[src/core/usb_status_control_pkg.sv]
// Shared constants and types for the USB status and control register bank
package usb_status_control_pkg;

    // ------------------------------------------------------------
    // Register offsets on the 8-bit port
    // ------------------------------------------------------------
    localparam logic [7:0] OFS_CONTROL_ONE = 8'h05;
    localparam logic [7:0] OFS_IRQ_ENABLE = 8'h06;
    localparam logic [7:0] OFS_USB_ADDRESS = 8'h07;
    localparam logic [7:0] OFS_INTERRUPT_FLAGS = 8'h0d;
    localparam logic [7:0] OFS_CURRENT_BUFFER_SELECT = 8'h0e;
    localparam logic [7:0] OFS_ROLE_POLARITY_CONTROL = 8'h0f;
    localparam logic [7:0] OFS_FRAME_NUMBER_LOW = 8'h15;
    localparam logic [7:0] OFS_FRAME_NUMBER_HIGH = 8'h16;
    localparam logic [7:0] OFS_DMA_BYTE_COUNT_LOW = 8'h35;
    localparam logic [7:0] OFS_DMA_BYTE_COUNT_HIGH = 8'h36;

    // ------------------------------------------------------------
    // Field positions
    // ------------------------------------------------------------
    localparam int FLAG_DMA_BUSY = 7;
    localparam int FLAG_USB_RESET = 6;
    localparam int FLAG_SOF = 5;
    localparam int FLAG_DMA_DONE = 4;
    localparam int CTL1_USB_ENABLE = 0;
    localparam int CTL1_DMA_ENABLE = 1;
    localparam int CTL1_DMA_DIR = 2;
    localparam int CTL1_JK_LO = 3;
    localparam int CTL1_JK_HI = 4;
    localparam int CTL1_SPEED_LOW = 5;
    localparam int CTL1_STANDBY = 6;
    localparam int CTL2_HOST_ROLE = 7;
    localparam int CTL2_POLARITY_SWAP = 6;
    localparam int ENDPOINTS = 4;
    localparam int FRAME_BITS = 11;
    localparam int FRAME_LOW_BITS = 7;

    // Masks of writable and readable bits
    localparam logic [7:0] CTL1_WRITE_MASK = 8'h7f;
    localparam logic [7:0] CTL2_WRITE_MASK = 8'hc0;
    localparam logic [7:0] EVENT_FLAG_MASK = 8'h7f;
    localparam logic [7:0] RESET_BYTE = 8'h00;

    // ------------------------------------------------------------
    // Types
    // ------------------------------------------------------------
    typedef enum logic {
        DMA_IDLE,
        DMA_BUSY
    } dma_state_t;

    // Events reported by the USB engine; reset, frame start, DMA done and endpoint done are one-cycle pulses
    typedef struct packed {
        logic usb_reset;
        logic sof;
        logic [FRAME_BITS-1:0] frame;
        logic dma_done;
        logic [ENDPOINTS-1:0] endpoint_done;
        logic [ENDPOINTS-1:0] buffer_select;
    } engine_events_t;

    // Control levels handed to the USB engine
    typedef struct packed {
        logic usb_enable;
        logic dma_enable;
        logic dma_read_dir;
        logic [1:0] line_force;
        logic speed_low;
        logic standby;
        logic host_role;
        logic polarity_swap;
        logic [7:0] usb_address;
        logic [15:0] dma_count;
        logic dma_start;
        logic dma_busy;
        logic endpoint_three_via_dma;
    } engine_controls_t;

endpackage

[src/core/usb_status_control_regs.sv]
// Status and control register bank of a USB host/peripheral controller
`timescale 1ns/10ps
// How it works
// - Reading flags returns pending events; writing ones clears the matching flags.
// - Zero bits written to the flag register leave those flags alone.
// - Flag bit 7 is high while DMA runs, low after it completes.
// - The DMA busy bit never raises the interrupt when it falls.
// - Bits 6,5,4,3..0 latch bus reset, frame start, DMA done, endpoint done.
// - Buffer select bits 3..0 show endpoint buffer a (0) or b (1).
// - Buffer select bits 7..4 are reserved and read zero.
// - Role control bit 7 picks host (1) or peripheral (0).
// - Role control bit 6 swaps D+ and D- polarity for low speed.
// - Frame low holds frame bits in 7..1, refreshed on each frame start.
// - Frame high holds four more frame bits in 7..4; software masks 3..0.
// - DMA byte count is sixteen bits from a low and high register.
// - Writing count high starts DMA when DMA enable is already set.
// - Endpoint three moves data only through DMA.
// - Interrupt output asserts only for pending flags whose enable is set.
// - DMA enable is control one bit 1; the high count write launches.

module usb_status_control_regs (
    // Clock and reset
    input wire logic clk,
    input wire logic reset_n,
    // Microprocessor port
    input wire logic chip_select_n,
    input wire logic read_n,
    input wire logic write_n,
    input wire logic addr_sel,
    input wire logic [7:0] data_in,
    output logic [7:0] data_out,
    output logic data_oe_n,
    // Interrupt
    output logic interrupt_request_out,
    // USB engine side
    input wire usb_status_control_pkg::engine_events_t events,
    output usb_status_control_pkg::engine_controls_t controls
);

    // ------------------------------------------------------------
    // State
    // ------------------------------------------------------------
    typedef struct packed {
        logic prev_write;
        logic prev_read;
        logic [7:0] pointer;
        logic [7:0] read_data;
        logic [7:0] control_one;
        logic [7:0] irq_enable;
        logic [7:0] usb_address;
        logic [7:0] flags;
        logic [7:0] role_polarity;
        logic [usb_status_control_pkg::FRAME_BITS-1:0] frame;
        logic [7:0] count_low;
        logic [7:0] count_high;
        usb_status_control_pkg::dma_state_t dma_state;
        logic dma_start;
        logic irq;
    } state_t;

    state_t state_q;
    state_t state_d;

    logic write_active;
    logic read_active;
    logic write_strobe;
    logic read_strobe;
    logic reg_write;
    logic [7:0] event_set;
    logic [7:0] flag_clear;

    // ------------------------------------------------------------
    // Helpers
    // ------------------------------------------------------------
    function automatic logic hits(input logic [7:0] pointer, input logic [7:0] offset);
        hits = (pointer == offset);
    endfunction

    // Read multiplexer; undefined and reserved bits read as zero
    function automatic logic [7:0] read_value(input state_t s, input logic [3:0] buf_sel);
        logic [7:0] v;
        v = usb_status_control_pkg::RESET_BYTE;
        case (s.pointer)
            usb_status_control_pkg::OFS_CONTROL_ONE: begin
                v = s.control_one;
            end
            usb_status_control_pkg::OFS_IRQ_ENABLE: begin
                v = s.irq_enable;
            end
            usb_status_control_pkg::OFS_USB_ADDRESS: begin
                v = s.usb_address;
            end
            usb_status_control_pkg::OFS_INTERRUPT_FLAGS: begin
                v = s.flags;
                v[usb_status_control_pkg::FLAG_DMA_BUSY] =
                    (s.dma_state == usb_status_control_pkg::DMA_BUSY);
            end
            usb_status_control_pkg::OFS_CURRENT_BUFFER_SELECT: begin
                v[usb_status_control_pkg::ENDPOINTS-1:0] = buf_sel;
            end
            usb_status_control_pkg::OFS_ROLE_POLARITY_CONTROL: begin
                v = s.role_polarity;
            end
            usb_status_control_pkg::OFS_FRAME_NUMBER_LOW: begin
                v[$high(v) -: usb_status_control_pkg::FRAME_LOW_BITS] =
                    s.frame[usb_status_control_pkg::FRAME_LOW_BITS-1:0];
            end
            usb_status_control_pkg::OFS_FRAME_NUMBER_HIGH: begin
                v[$high(v) -: usb_status_control_pkg::FRAME_BITS -
                    usb_status_control_pkg::FRAME_LOW_BITS] =
                    s.frame[usb_status_control_pkg::FRAME_BITS-1:
                            usb_status_control_pkg::FRAME_LOW_BITS];
            end
            usb_status_control_pkg::OFS_DMA_BYTE_COUNT_LOW: begin
                v = s.count_low;
            end
            usb_status_control_pkg::OFS_DMA_BYTE_COUNT_HIGH: begin
                v = s.count_high;
            end
            default: begin
                v = usb_status_control_pkg::RESET_BYTE;
            end
        endcase
        return v;
    endfunction

    // ------------------------------------------------------------
    // Port strobes
    // ------------------------------------------------------------
    // Each access acts once, on the first cycle the strobe is seen low
    assign write_active = !chip_select_n && !write_n;
    assign read_active = !chip_select_n && !read_n && write_n;
    assign write_strobe = write_active && !state_q.prev_write;
    assign read_strobe = read_active && !state_q.prev_read;
    assign reg_write = write_strobe && addr_sel;

    // ------------------------------------------------------------
    // Event flags
    // ------------------------------------------------------------
    always_comb begin
        event_set = usb_status_control_pkg::RESET_BYTE;
        event_set[usb_status_control_pkg::FLAG_USB_RESET] = events.usb_reset;
        event_set[usb_status_control_pkg::FLAG_SOF] = events.sof;
        event_set[usb_status_control_pkg::FLAG_DMA_DONE] =
            events.dma_done && (state_q.dma_state == usb_status_control_pkg::DMA_BUSY);
        event_set[usb_status_control_pkg::ENDPOINTS-1:0] = events.endpoint_done;
        flag_clear = usb_status_control_pkg::RESET_BYTE;
        if (reg_write && hits(state_q.pointer, usb_status_control_pkg::OFS_INTERRUPT_FLAGS)) begin
            flag_clear = data_in & usb_status_control_pkg::EVENT_FLAG_MASK;
        end
    end

    // ------------------------------------------------------------
    // Next state
    // ------------------------------------------------------------
    always_comb begin
        state_d = state_q;
        state_d.prev_write = write_active;
        state_d.prev_read = read_active;
        state_d.dma_start = 1'b0;

        // Set wins over a clear landing in the same cycle
        state_d.flags = ((state_q.flags & ~flag_clear) | event_set)
            & usb_status_control_pkg::EVENT_FLAG_MASK;

        if (events.sof) begin
            state_d.frame = events.frame;
        end

        // DMA completion drops the busy bit; the DMA done flag is set above only if DMA was busy
        if (events.dma_done) begin
            state_d.dma_state = usb_status_control_pkg::DMA_IDLE;
        end

        if (write_strobe && !addr_sel) begin
            state_d.pointer = data_in;
        end

        if (reg_write) begin
            case (state_q.pointer)
                usb_status_control_pkg::OFS_CONTROL_ONE: begin
                    state_d.control_one = data_in & usb_status_control_pkg::CTL1_WRITE_MASK;
                end
                usb_status_control_pkg::OFS_IRQ_ENABLE: begin
                    state_d.irq_enable = data_in;
                end
                usb_status_control_pkg::OFS_USB_ADDRESS: begin
                    state_d.usb_address = data_in;
                end
                usb_status_control_pkg::OFS_ROLE_POLARITY_CONTROL: begin
                    state_d.role_polarity =
                        data_in & usb_status_control_pkg::CTL2_WRITE_MASK;
                end
                usb_status_control_pkg::OFS_DMA_BYTE_COUNT_LOW: begin
                    state_d.count_low = data_in;
                end
                usb_status_control_pkg::OFS_DMA_BYTE_COUNT_HIGH: begin
                    state_d.count_high = data_in;
                    // The low byte is assumed written already
                    if (state_q.control_one[usb_status_control_pkg::CTL1_DMA_ENABLE]) begin
                        state_d.dma_start = 1'b1;
                        state_d.dma_state = usb_status_control_pkg::DMA_BUSY;
                    end
                end
                default: begin
                    // Flags are handled above; frame registers are read only
                end
            endcase
        end

        // Auto-increment is left out: one pointer write per access
        if (read_strobe) begin
            if (addr_sel) begin
                state_d.read_data = read_value(state_q, events.buffer_select);
            end else begin
                state_d.read_data = state_q.pointer;
            end
        end

        // Enables gate only the output, the stored flags are untouched
        state_d.irq = |(state_d.flags & state_d.irq_enable
            & usb_status_control_pkg::EVENT_FLAG_MASK);
    end

    // ------------------------------------------------------------
    // Registers
    // ------------------------------------------------------------
    always_ff @(posedge clk or negedge reset_n) begin
        if (!reset_n) begin
            state_q <= '0;
        end else begin
            state_q <= state_d;
        end
    end

    // ------------------------------------------------------------
    // Outputs
    // ------------------------------------------------------------
    assign data_out = state_q.read_data;
    // Driven while the read strobe stays low after the data is captured
    assign data_oe_n = !(read_active && state_q.prev_read);
    assign interrupt_request_out = state_q.irq;

    always_comb begin
        controls.usb_enable = state_q.control_one[usb_status_control_pkg::CTL1_USB_ENABLE];
        controls.dma_enable = state_q.control_one[usb_status_control_pkg::CTL1_DMA_ENABLE];
        controls.dma_read_dir = state_q.control_one[usb_status_control_pkg::CTL1_DMA_DIR];
        controls.line_force = state_q.control_one[usb_status_control_pkg::CTL1_JK_HI:
                                                  usb_status_control_pkg::CTL1_JK_LO];
        controls.speed_low = state_q.control_one[usb_status_control_pkg::CTL1_SPEED_LOW];
        controls.standby = state_q.control_one[usb_status_control_pkg::CTL1_STANDBY];
        controls.host_role =
            state_q.role_polarity[usb_status_control_pkg::CTL2_HOST_ROLE];
        controls.polarity_swap =
            state_q.role_polarity[usb_status_control_pkg::CTL2_POLARITY_SWAP];
        controls.usb_address = state_q.usb_address;
        controls.dma_count = {state_q.count_high, state_q.count_low};
        controls.dma_start = state_q.dma_start;
        controls.dma_busy = (state_q.dma_state == usb_status_control_pkg::DMA_BUSY);
        // Endpoint three has no programmed data path; it moves only under DMA
        controls.endpoint_three_via_dma = controls.dma_busy;
    end

endmodule

[config.mk]
export PLATFORM = sky130hd
export DESIGN_NAME = usb_status_control_regs
export DESIGN_NICKNAME = d
export VERILOG_FILES = /design/src/core/usb_status_control_pkg.sv /design/src/core/usb_status_control_regs.sv
export SDC_FILE = /design/constraint.sdc
export NUM_CORES = 1
export LEC_CHECK = 0
export BUFFER_PORTS_ARGS = -buffer_cell sky130_fd_sc_hd__buf_2
export CAP_MARGIN = 5
export CORE_AREA = 10 10 99 101
export DETAILED_ROUTE_END_ITERATION = 8
export DIE_AREA = 0 0 109 111
export GPL_TIMING_DRIVEN = 0
export PLACE_DENSITY_LB_ADDON = 0.12
export SLEW_MARGIN = 40
export SYNTH_ARGS = -nofsm -noshare
export SYNTH_HDL_FRONTEND = slang
export SYNTH_SLANG_ARGS = --single-unit
[constraint.sdc]
create_clock -name clk -period 2.5 [get_ports clk]
set_clock_uncertainty 0.2 [all_clocks]
set_input_delay 0.5 -clock clk [delete_from_list [all_inputs] [get_ports clk]]
set_output_delay 0.5 -clock clk [all_outputs]
set_load 0.01 [all_outputs]
==> impl_metrics.toml <==
[cts]
clock_path_buffers = 2
cts_root_buffer = "clkbuf_8"
cts.sinks = 80
cts.htree.levels = 3
clkLatencyLatePin_ps = 370
clk_pin_slew_worst_paths_ps = 80
cts_tree = "yes"
cts_buffers = 9

[floorplanning]
coreArea_mm2 = 0.00797
initial_core_util = 0.528
pin_count = 82
rows = 33
die_y_um = 111
die_w_um = 109
dieArea_mm2 = 0.0121

[min_path]
hold-path-cell-count = 2
hold_class = "input port to flop"
min_to = "state_q[86]"
hp-start = "read_n"

[yosys]
synthSimpleGateAreaFrac = 0.125
synth_edf_count = 0
synth_cell_type_count = 48
yosysWarnings = 0
synth_nets = 408
syn_area_mm2 = 0.00421
yosys.area_share.adder = 0
syn_area_per_cell_um2 = 11.3
synth.most_common_cell = "dfrtp_1"
synth-seq-cells = 80
synth_compound_area_frac = 0.123
syn_inst = 372
synth_top_area_share = 0.476
synth_top_family_by_area = "multiplexers"
async_flop_share = 1.00
synth_top_cells_by_count = "dfrtp_1, mux2_2, buf_4"
netlist.top_cell.by_area = "dfrtp_1"
muxShareOfSynthArea = 0.170
seq_area_frac_synth = 0.476
synth_ff_type = "dfrtp_1"
yosys-top-cells-area = "dfrtp_1, mux2_2, buf_4, a22o_1, nand2_1"
synth_xor_xnor_area_share = 0

[worst_setup_path]
crit_path_max_incr_delay_ps = 400
reg2reg_to = "interrupt_request_out"
worstSetupPathType = "flop to flop"
cp_cell_sequence = "and2b_2 > and3_1 > buf_4 > nand3_4 > mux2_1 > a222oi_1 > nand4_1"
worstSetupEndpointType = "flop"
r2r_start = "state_q[78]"
r2r_cells = 7
critPathArrivalTime_ps = 2430
cp.required_ps = 2540
cpMaxStageDelayCell = "dfrtp_1"
start_kind = "flop"
r2r_slack_ps = 110
cp_max_fo = 8

[global_routing]
grt_max_degree = 55
grt_use_total = 0.196
antenna_found_initial = 0
grt_busiest_layer = "met2"
grt_use_met1 = 0.258
use_met3 = 0.0517
grt_pass1_wl_mm = 18.7
grt.overflow.total = 0
first_global_vias = 3516
use_met2 = 0.301

[sta]
max_freq_ghz = 0.418
fin_ws_ps = 109
fin_crit_sh = 0.956
rsz0062_at_grt = "true"
finalHoldViolCount = 0
setup_viol = 0
slew_violations = 0
fin_crit_ps = 2390
tightest_slew_ps = 723
slew_headroom = 0.515

[route]
first_pass_iters = 7
vias = 3351
vias_per_cell = 5.74
drt-total-wl_mm = 11.7
ant_nets = 0
drc = 0
drt_iter0_markers = 238
wl_per_cell_um = 20.0

[finish]
fill_cells = 667
area_delta_synth_final_pct = 21.6
regArea_mm2 = 0.00200
post-route-util = 0.642
fin_nets = 510
multi_input_area_mm2 = 0.00180
diodes = 0
layout-drive-gt1-share = 0.493

[placed_design]
gp_congestion = 0.863
hpwl_mm = 8.55
port_buffers = 81
post-place-ws_ps = -171

[power]
ir_worst_vdd_v = 0.000360
cellLeakagePower_nw = 2.49
power_per_cell_area_mw_per_mm2 = 641

[outcome]
outcome = "finished, final reports clean"

[run]
drv_cap = 0
-- cell families after synthesis --
logic type	Yosys count
flops	80
buf+inv	66
simple gates	88
compound gates	74
mux	64
-- report_power, final --
group	switching (W)	internal, W	leakage, nW
combinational	0.000401	0.000323	1.36
clock	0.000509	0.000564	0.110
sequential	0.0000818	0.00140	1.02
total	0.000992	0.00228	2.49
-- timing repair --
| action | CTS | global route |
|---|---|---|
| hold endpoints to repair | 26 | 0 |
| endpoints found under the setup margin | 20 | 29 |
| pin swaps | 2 | 2 |
| resized for setup | 2 | 7 |
| buffers inserted | 4 | 5 |
| hold buffers | 1 | 0 |
-- layer usage --
layer  share of wire  vias to the layer above
met2            0.47                      175
met4           0.019                        0
li1                -                     1527
met3           0.092                       18
met1            0.41                     1631
met5               0                        -
-- worst max-delay path by stage --
stage,from,to,depth (start not counted)
after floorplan,chip_select_n,interrupt_request_out,7
after global placement,state_q[82],controls[21],5
after detailed placement,state_q[81],controls[31],5
after CTS,state_q[83],controls[10],6
after global routing,state_q[84],data_out[5],8
final,state_q[78],interrupt_request_out,7
-- final cells by class --
class,count,share of cell area
Timing Repair Buffer,92,0.101
Inverter,5,0.00367
Clock inverter,7,0.0186
Buffer,60,0.0834
Sequential cell,80,0.392
Tap cell,105,0.0257
Clock buffer,9,0.0242
Multi-Input combinational cell,226,0.352
-- flip-flops by register name, summed over array words and instances (netlist names) --
| name | cells |
|---|---|
| controls | 35 |
| data_out | 8 |
| interrupt_request_out | 1 |
| state_q | 36 |
-- worst max-delay path, delay by kind of cell, from the launching register on --
kind,cells,cell delay (ps)
AO/OA/AOI/OAI,1,320
buffers and inverters,1,170
flip-flops,1,400
multiplexers,1,390
AND/OR/NAND/NOR,4,770
-- stage by stage --
step	instances	total power, W	hold slack, ps	cell area, µm²	TNS, ps
floorplan	372	0.00192	4.41	4210	0
global placement	558	0.00216	287	4740	-2030
detailed placement	559	0.00219	185	4790	-3450
CTS	579	0.00326	96.4	5060	0
global route	584	0.00342	110	5110	-3.03
finish	584	0.00328	102	5110	0
-- layout by cell type, fill, tap and decap left out, types with 4 or more instances in the layout --
cell type / synthesis / layout
a21o_1: 6 / 6
clkbuf_1: 6 / 4
nor2_1: 14 / 13
and2_1: 4 / 4
buf_4: 47 / 56
nand2_1: 26 / 25
mux2_2: 58 / 58
nand3_1: 14 / 12
mux2i_1: 4 / 4
a22o_1: 13 / 13
and3_1: 6 / 6
a31oi_1: 9 / 8
a21oi_1: 8 / 8
buf_2: 5 / 84
a22oi_1: 6 / 6
dfrtp_1: 80 / 79
clkbuf_8: 0 / 9
o21ai_0: 15 / 15
(Power assumes the default switching activity.)
